File: config.mk
export PLATFORM = sky130hd
export DESIGN_NAME = pdl_regs
export DESIGN_NICKNAME = d
export VERILOG_FILES = /design/src/include/pdl_pkg.sv /design/src/core/pdl_led_mux.sv /design/src/core/pdl_regs.sv
export VERILOG_INCLUDE_DIRS = /design/src /design/src/include
export SDC_FILE = /design/constraint.sdc
export NUM_CORES = 1
export LEC_CHECK = 0
export ABC_AREA = 1
export BUFFER_PORTS_ARGS = -buffer_cell sky130_fd_sc_hd__buf_4
export CORE_ASPECT_RATIO = 1.4
export CORE_UTILIZATION = 52
export DETAILED_ROUTE_END_ITERATION = 10
export PLACE_DENSITY = 0.79
export SLEW_MARGIN = 15
export SYNTH_ARGS = -nofsm -noshare
export SYNTH_HDL_FRONTEND = slang
export SYNTH_SLANG_ARGS = --single-unit
File: constraint.sdc
create_clock -name REF_CLK_I -period 1.4 [get_ports REF_CLK_I]
set_input_delay 0 -clock REF_CLK_I [delete_from_list [all_inputs] [get_ports REF_CLK_I]]
set_output_delay 0 -clock REF_CLK_I [all_outputs]
set_load 0.05 [all_outputs]
File: src/include/pdl_map.svh
// Register addresses, field positions and reset values of the PHY register bank
`ifndef PDL_MAP_SVH
`define PDL_MAP_SVH
`define PDL_ADDR_DIAG      5'h12
`define PDL_ADDR_GAIN      5'h13
`define PDL_ADDR_LED       5'h17
`define PDL_ADDR_XOVER     5'h18
`define PDL_RST_DIAG       16'h0000
`define PDL_RST_GAIN       16'h4000
`define PDL_RST_LED        16'h0010
`define PDL_RST_XOVER      16'h00C0
`define PDL_DIAG_FAIL_BIT  12
`define PDL_DIAG_RESOLVED_FULL_DUPLEX_BIT  11
`define PDL_DIAG_RATE_BIT  10
`define PDL_DIAG_RECEIVE_SIGNAL_DETECT_BIT  9
`define PDL_DIAG_LOCK_BIT  8
`define PDL_LED_SEL_W      4
`define PDL_SECOND_LED_SELECT_LSB       4
`define PDL_FIRST_LED_SELECT_LSB       0
`define PDL_LED_USED_MASK  16'h00FF
`define PDL_SEL_LINK       4'h0
`define PDL_SEL_ACT        4'h1
`define PDL_SEL_100        4'h5
`define PDL_SEL_10         4'h6
`define PDL_SEL_FDX        4'h7
`define PDL_SEL_LINK_BLINK 4'h8
`endif

File: src/include/pdl_pkg.sv
// Types shared by the PHY register bank
package pdl_pkg;
  typedef struct packed {
    logic link_good;
    logic activity;
    logic speed_100;
    logic full_duplex;
  } pdl_link_s;
  typedef struct packed {
    logic an_done;
    logic an_fail;
    logic an_resolved_full_duplex;
    logic an_rate;
    logic rx_sd;
    logic rx_lock;
  } pdl_an_s;
  typedef enum logic [1:0] {PDL_IDLE, PDL_READ, PDL_WRITE} pdl_op_e;
endpackage

File: src/core/pdl_led_mux.sv
// LED source selector for one LED output
`timescale 1ns/1ps
`default_nettype none
`include "pdl_map.svh"
module pdl_led_mux (
  input  wire logic                        clk_i,
  input  wire logic                        nrst_i,
  input  wire logic [`PDL_LED_SEL_W-1:0]   sel_i,
  input  wire pdl_pkg::pdl_link_s          link_i,
  input  wire logic                        blink_i,
  output logic                             led_o
);
  logic led_r;
  logic led_nxt;
  // ****************************************
  // Source select
  // ****************************************
  always_comb begin
    led_nxt = 1'b0;
    unique case (sel_i)
      `PDL_SEL_LINK:       led_nxt = link_i.link_good;
      `PDL_SEL_ACT:        led_nxt = link_i.activity;
      `PDL_SEL_100:        led_nxt = link_i.link_good & link_i.speed_100;
      `PDL_SEL_10:         led_nxt = link_i.link_good & ~link_i.speed_100;
      `PDL_SEL_FDX:        led_nxt = link_i.full_duplex;
      `PDL_SEL_LINK_BLINK: led_nxt = link_i.link_good &
                                     ~(link_i.activity & blink_i);
      // Reserved codes leave the LED dark
      default:             led_nxt = 1'b0; // RULE15
    endcase
  end
  always_ff @(posedge clk_i or negedge nrst_i) begin
    if (!nrst_i) begin
      led_r <= 1'b0;
    end else begin
      led_r <= led_nxt;
    end
  end
  assign led_o = led_r;
endmodule
`default_nettype wire

File: src/core/pdl_regs.sv
// PHY diagnostic, gain, LED and crossover management registers
// How it works
// RULE1: Read-only diagnostic register at 0x12, zero after reset.
// RULE2: Diagnostic holds speed, duplex and failure of the last negotiation.
// RULE3: Writable transceiver control register at 0x13, resets to 0x4000.
// RULE4: Transceiver control holds transmit gain, driven out to transmitter.
// RULE5: Writable LED configuration register at 0x17, resets to 0x0010.
// RULE6: Bits 7:4 select second LED source, reset 0x1.
// RULE7: Codes: link, activity, reserved, 100, 10, duplex, link with blink.
// RULE8: Bits 3:0 select first LED source, reset 0x0.
// RULE9: First LED uses same codes, defaults to link good.
// RULE10: Software keeps LED bits 15:8 by read-modify-write.
// RULE11: Writable crossover control register at 0x18, resets to 0x00C0.
// RULE12: Crossover register drives the pair-swap mux control outputs.
// RULE13: Registers reached by address reads and writes over management port.
// RULE14: Failure flag bit 12 clears on read; other bits follow state.
// RULE15: Reserved LED codes keep the LED output inactive.
`timescale 1ns/1ps
`default_nettype none
`include "pdl_map.svh"
module pdl_regs #(
  parameter int BLINK_DIV = 4
) (
  input  wire logic                REF_CLK_I,
  input  wire logic                NRST_I,
  input  wire logic                MGMT_RD_I,
  input  wire logic                MGMT_WR_I,
  input  wire logic [4:0]          MGMT_ADDR_I,
  input  wire logic [15:0]         MGMT_WDATA_I,
  output logic      [15:0]         MGMT_RDATA_O,
  output logic                     MGMT_RVALID_O,
  input  wire pdl_pkg::pdl_an_s    AN_I,
  input  wire pdl_pkg::pdl_link_s  LINK_I,
  output logic      [15:0]         TX_GAIN_CTRL_O,
  output logic      [15:0]         XOVER_CTRL_O,
  output logic                     FIRST_LED_SELECT_O,
  output logic                     SECOND_LED_SELECT_O
);
  // ****************************************
  // Parameter check
  // ****************************************
  // A wider counter would make the blink too slow to see
  if (BLINK_DIV < 1 || BLINK_DIV > 24) begin : g_bad_blink_div
    $error("BLINK_DIV out of range");
  end

  function automatic logic hit(input logic [4:0] a, input logic [4:0] r);
    hit = (a == r);
  endfunction

  function automatic logic [`PDL_LED_SEL_W-1:0] led_field(
    input logic [15:0] word,
    input int          lsb
  );
    led_field = word[lsb +: `PDL_LED_SEL_W];
  endfunction

  logic [15:0] diag_r,  diag_nxt;
  logic [15:0] gain_r,  gain_nxt;
  logic [15:0] led_r,   led_nxt;
  logic [15:0] xover_r, xover_nxt;
  logic [15:0] rdata_r, rdata_nxt;
  logic        rvalid_r, rvalid_nxt;
  logic [BLINK_DIV-1:0] blink_r, blink_nxt;
  logic        blink_phase;
  pdl_pkg::pdl_op_e op;

  // ****************************************
  // Request decode
  // ****************************************
  // Write wins a collision so a read never sees a half-written word
  always_comb begin
    op = pdl_pkg::PDL_IDLE;
    if (MGMT_WR_I) begin
      op = pdl_pkg::PDL_WRITE;
    end else if (MGMT_RD_I) begin
      op = pdl_pkg::PDL_READ;
    end
  end

  // ****************************************
  // Diagnostic register
  // ****************************************
  always_comb begin
    diag_nxt = diag_r;
    // Speed and duplex move only when a negotiation ends
    if (AN_I.an_done) begin
      diag_nxt[`PDL_DIAG_RESOLVED_FULL_DUPLEX_BIT] = AN_I.an_resolved_full_duplex; // RULE2
      diag_nxt[`PDL_DIAG_RATE_BIT] = AN_I.an_rate; // RULE2
    end
    diag_nxt[`PDL_DIAG_RECEIVE_SIGNAL_DETECT_BIT] = AN_I.rx_sd; // RULE14
    diag_nxt[`PDL_DIAG_LOCK_BIT] = AN_I.rx_lock; // RULE14
    // Diagnostic register ignores writes
    if (op == pdl_pkg::PDL_READ && hit(MGMT_ADDR_I, `PDL_ADDR_DIAG)) begin
      diag_nxt[`PDL_DIAG_FAIL_BIT] = 1'b0; // RULE14
    end
    // A new failure wins over the clear of the same cycle
    if (AN_I.an_done && AN_I.an_fail) begin
      diag_nxt[`PDL_DIAG_FAIL_BIT] = 1'b1; // RULE2
    end
  end

  always_ff @(posedge REF_CLK_I or negedge NRST_I) begin
    if (!NRST_I) begin
      diag_r <= `PDL_RST_DIAG; // RULE1
    end else begin
      diag_r <= diag_nxt;
    end
  end

  // ****************************************
  // Configuration registers
  // ****************************************
  always_comb begin
    gain_nxt  = gain_r;
    led_nxt   = led_r;
    xover_nxt = xover_r;
    if (op == pdl_pkg::PDL_WRITE) begin
      if (hit(MGMT_ADDR_I, `PDL_ADDR_GAIN)) begin
        gain_nxt = MGMT_WDATA_I; // RULE3 RULE4
      end
      if (hit(MGMT_ADDR_I, `PDL_ADDR_LED)) begin
        // Upper byte dropped; software keeps it by read-modify-write
        led_nxt = MGMT_WDATA_I & `PDL_LED_USED_MASK; // RULE5 RULE10
      end
      if (hit(MGMT_ADDR_I, `PDL_ADDR_XOVER)) begin
        xover_nxt = MGMT_WDATA_I; // RULE11 RULE12
      end
    end
  end

  always_ff @(posedge REF_CLK_I or negedge NRST_I) begin
    if (!NRST_I) begin
      gain_r  <= `PDL_RST_GAIN; // RULE3
      led_r   <= `PDL_RST_LED; // RULE5 RULE6 RULE8
      xover_r <= `PDL_RST_XOVER; // RULE11
    end else begin
      gain_r  <= gain_nxt;
      led_r   <= led_nxt;
      xover_r <= xover_nxt;
    end
  end

  // ****************************************
  // Read port
  // ****************************************
  // Read data stays put until the next read so a slow master can fetch it
  always_comb begin
    rdata_nxt  = rdata_r;
    rvalid_nxt = 1'b0;
    if (op == pdl_pkg::PDL_READ) begin
      rvalid_nxt = 1'b1; // RULE13
      rdata_nxt  = 16'h0000;
      if (hit(MGMT_ADDR_I, `PDL_ADDR_DIAG)) begin
        rdata_nxt = diag_r; // RULE1
      end
      if (hit(MGMT_ADDR_I, `PDL_ADDR_GAIN)) begin
        rdata_nxt = gain_r;
      end
      if (hit(MGMT_ADDR_I, `PDL_ADDR_LED)) begin
        rdata_nxt = led_r & `PDL_LED_USED_MASK;
      end
      if (hit(MGMT_ADDR_I, `PDL_ADDR_XOVER)) begin
        rdata_nxt = xover_r;
      end
    end
  end

  always_ff @(posedge REF_CLK_I or negedge NRST_I) begin
    if (!NRST_I) begin
      rdata_r  <= 16'h0000;
      rvalid_r <= 1'b0;
    end else begin
      rdata_r  <= rdata_nxt;
      rvalid_r <= rvalid_nxt;
    end
  end

  // ****************************************
  // Blink pacing
  // ****************************************
  // Free-running; both LEDs share one phase so they blink together
  always_comb begin
    blink_nxt = blink_r + 1'b1;
  end

  always_ff @(posedge REF_CLK_I or negedge NRST_I) begin
    if (!NRST_I) begin
      blink_r <= '0;
    end else begin
      blink_r <= blink_nxt;
    end
  end

  assign blink_phase = blink_r[BLINK_DIV-1];

  // ****************************************
  // Outputs
  // ****************************************
  assign MGMT_RDATA_O   = rdata_r;
  assign MGMT_RVALID_O  = rvalid_r;
  assign TX_GAIN_CTRL_O = gain_r; // RULE4
  assign XOVER_CTRL_O   = xover_r; // RULE12

  // ****************************************
  // LED drivers
  // ****************************************
  pdl_led_mux u_first_led_select (
    .clk_i   (REF_CLK_I),
    .nrst_i  (NRST_I),
    .sel_i   (led_field(led_r, `PDL_FIRST_LED_SELECT_LSB)), // RULE8 RULE9
    .link_i  (LINK_I),
    .blink_i (blink_phase),
    .led_o   (FIRST_LED_SELECT_O)
  );
  pdl_led_mux u_second_led_select (
    .clk_i   (REF_CLK_I),
    .nrst_i  (NRST_I),
    .sel_i   (led_field(led_r, `PDL_SECOND_LED_SELECT_LSB)), // RULE6 RULE7
    .link_i  (LINK_I),
    .blink_i (blink_phase),
    .led_o   (SECOND_LED_SELECT_O)
  );
endmodule
`default_nettype wire

### After elaboration in Yosys (flattened, before gate mapping)

Index checks and enable logic that the tools add are counted.

* bits of input ports: 35
* register bits after elaboration: 68
* output and inout port bits: 51

* reductions and logical operators: 8
* multiplexer cells: 11
* $add $sub $neg: 1
* eq/ne operators: 16
* bitwise gates (word level): 6

Operators by type and width (number)
* $mux 16: 3
* $eq 4x3->1 const B: 6
* $eq 5x5->1 const B: 4
* $mux 13: 1
* $pmux 1 s6: 2
* $eq 4x1->1 const B: 2
* $eq 4x4->1 const B: 2
* $logic_not 4->1: 2
* $reduce_and 2->1: 3
* $add 4x1->4 const B: 1
* $and 1x1->1: 4
* $mux 1: 4
* $eq 2x1->1 const B: 1
* $eq 2x2->1 const B: 1
* $logic_and 1x1->1: 2
* $mux 2: 1
* $not 1->1: 2
* $reduce_bool 2->1: 1

### Logic depth before layout (Yosys ltp)

* depth in word-level cells: 6
* depth in mapped cells: 9
* depth with buffers taken out: 7

### Cells and area by module

From an unflattened synthesis, not the netlist that was laid out.

* cell total of the unflattened synthesis: 392
* area, all modules: 3343.2 um2

Modules (own cells, without submodules)
* pdl_regs: instances 1, sequential area each 1656.6 um2, area an instance 3095.5 um2, cells an instance 340
* pdl_led_mux: instances 2, sequential area each 25.0 um2, area an instance 123.9 um2, cells an instance 26

### Worst setup path before layout

OpenSTA, ideal clock, no wires.

* kind: flip-flop to flip-flop
* from: reg xover_r[10], in the netlist XOVER_CTRL_O[10]
* to: reg rdata_r[10], in the netlist MGMT_RDATA_O[10]
* path slack: 0.386 ns
* required time: 1.282 ns
* path buffers: 0
* data arrival time: 0.895 ns
* stages on the path, launching flop included: 5
* library setup time: 0.118 ns
* cell sequence: dfrtp_1 nand4_1 nand2_1 nor2_1 nor2_1

* cells in the longest elaborated chain, start to end: 1

RTL lines
* start, declared: RTL line pdl_regs.sv:61 `logic [15:0] xover_r, xover_nxt;`
* start signal, assigned: RTL line pdl_regs.sv:136 `` xover_r <= `PDL_RST_XOVER; ``
* start signal, assigned: RTL line pdl_regs.sv:140 `xover_r <= xover_nxt;`
* $mux 16: RTL line pdl_regs.sv:163 `` if (hit(MGMT_ADDR_I, `PDL_ADDR_XOVER)) begin ``
* end signal, assigned: RTL line pdl_regs.sv:174 `rdata_r <= rdata_nxt;`
* end, declared: RTL line pdl_regs.sv:62 `logic [15:0] rdata_r, rdata_nxt;`

No other way between the ends.
A chain may end at the register's enable or synchronous reset.

==> results.ini <==
[place]
numPortBuffers=85
gp_congestion=0.869
dp_hpwl_microns=5910

[critical_path]
worstReg2RegStart=diag_r[10]
critPathLaunchType=flop
slowest_delay_ps=560
path_delay_family=buffers and inverters
cp_slowest_cell=dlygate4sd3_1
critPathArrivalTime_ps=1560
worst-path-buf-inv=1
crit_path_end_kind=flop
cp_max_fo=2
path_cells=mux2_2 > dlygate4sd3_1
critPathRequiredTime_ps=1630
setup.worst_path.start=diag_r[10]
critPathKind=flop to flop
reg2reg_setup_slack_ps=70

[logic_synthesis]
synth_ff_type=dfrtp_1
synth-seq-cells=68
synth_area_per_cell_sq_um=8.48
synthCells=382
ys_seq_area_share_pct=52.7
syn_area_sq_um=3240
synth_cell_types=31
async_reset_ff_share_pct=100
synthesis.nets=418
synth_edf_count=0
ys_warn_count=0

[outcome]
status=completed

[clocking]
cts_sinks=68
cts_buffers=9
cts_resized=0
clk_latency_ps=350
cts_tree=done
h-tree-depth=3
post_cts_buffers=0
cts_root_buf=clkbuf_8
clockBufferDepth=2
hold_buffers=26
clk_pin_slew_worst_paths_ps=70

[global_route]
grt_usage_pct=27.3
grt-ovfl-total=0
grt_pass1_vias=2852
grt_pass1_wl_microns=13200
grt_max_degree=38
antenna_found_initial=0

[timing]
fmax_ghz=0.752
relSlewSlack_pct=67.4
rsz0062_at_grt=false
post-route-min-period_ps=1330
holdWs_ps=15.1
finalHoldViolations=0
setup_viol=0
finalMaxSlewViolations=0
min_period_over_period_pct=95.0
fin_setup_tns_ps=0
fin_skew_ps=5.66
worst_pin_slew_ps=487

[die]
die_x_microns=68.7
die_area_sq_um=6550
start_util_pct=54.5
die_h_microns=95.4
rows=33
ios=86
core-area_sq_um=5950

[drt]
firstDrtPassIters=4
viasPerCell=5.22
routedWlPerCell_microns=14.2
drtIter0Drc=262
post-route-drc-count=0
ant_nets=0
wirelength_microns=8160
vias=2998

[min_path]
holdCritPathClass=input pin to flop
worstHoldStart=LINK_I[2]

[layout]
layout_common_cells=95 x buf_4, 79 x nand2_1, 64 x dfrtp_1, 62 x nor2_1, 35 x inv_1
nets=535
drive_gt1_share_pct=26.2
final_common_cell=buf_4
diodes=0
area_growth_pct=35.0
final_util_pct=73.5

[power_and_ir_drop]
fin_total_pwr_w=0.00604
ir_drop_mv=0.942
leakagePower_nw=2.29
p_per_area_nw_per_um2=1380

[run]
cap_violations=0

worst reg2reg max path: cells and delay by family, from the launching register on:
kind | cells | cell delay (ps)
buffers and inverters | 1 | 560
flip-flops | 1 | 390
multiplexers | 1 | 270
area by class of cell:
cell class	count	area [sq um]
Clock buffer	12	145
Clock inverter	4	25.0
Fill cell	477	1570
Inverter	38	143
Multi-Input combinational cell	260	1270
Sequential cell	68	1710
Tap cell	70	87.6
Timing Repair Buffer	122	993
routing by layer:
layer / part of all wire, % / wire (microns) / global-route usage, %
met5: 0 / 0 / 0
met4: 2.4 / 193 / 14.1
met3: 5.3 / 435 / 3.59
met2: 50 / 4040 / 43.1
met1: 43 / 3490 / 36.2
cell families (layout without fill, tap and decap cells):
family	Yosys count	in the layout	synth area share, %
and+or+nand+nor	213	213	30.9
buffers and inverters	54	176	8.04
muxes	2	2	0.695
DFF	68	68	52.7
AOI/OAI and AO/OA	42	42	6.72
xor gates and xnor gates	2	2	0.541
adders and majority gates	1	1	0.386
state kept, by name, indices dropped and copies added (netlist names):
name,cells
MGMT_RDATA_O,16
XOVER_CTRL_O,16
u_first_led_select.led_o,1
blink_r,4
MGMT_RVALID_O,1
diag_r,5
u_second_led_select.led_o,1
led_r,8
TX_GAIN_CTRL_O,16
power by group:
part / switching [W] / total (W) / internal (W)
combinational: 0.00137 / 0.00201 / 0.000638
clock: 0.000721 / 0.00141 / 0.000685
sequential: 0.000330 / 0.00262 / 0.00229
final timing paths:
kind                                        endpoint  cells after the start
setup / recovery                          diag_r[10]                      2
hold / removal             u_second_led_select.led_o                      5
setup reg to reg                          diag_r[10]                      2
hold reg to reg                           blink_r[0]                      1
max in group asynchronous           MGMT_RDATA_O[10]                      3
min in group asynchronous                 blink_r[2]                      2
cell usage after synthesis, types with 2 or more instances:
cell type / instances / area share [%]
a21oi_1: 17 / 2.6
buf_2: 7 / 1.1
buf_4: 2 / 0.46
buf_6: 4 / 1.4
dfrtp_1: 64 / 49
dfstp_2: 4 / 3.2
inv_1: 35 / 4.1
inv_2: 2 / 0.23
mux2_2: 2 / 0.70
nand2_1: 79 / 9.2
nand2_2: 2 / 0.39
nand3_1: 30 / 4.6
nand4_1: 30 / 5.8
nor2_1: 62 / 7.2
nor2_2: 2 / 0.39
nor2_4: 3 / 1.0
o21ai_0: 7 / 1.1
o21ai_1: 16 / 2.5
o21ai_2: 2 / 0.54
metrics by stage:
stage | cell area (sq um) | std cells | setup slack [ps]
after floorplan | 3240 | 382 | 386
after global placement | 3940 | 532 | 277
after detailed placement | 3940 | 532 | 204
after CTS | 4370 | 574 | 78.8
after global routing | 4370 | 574 | 46.0
final | 4370 | 574 | 69.8
(Power assumes the default switching activity.)
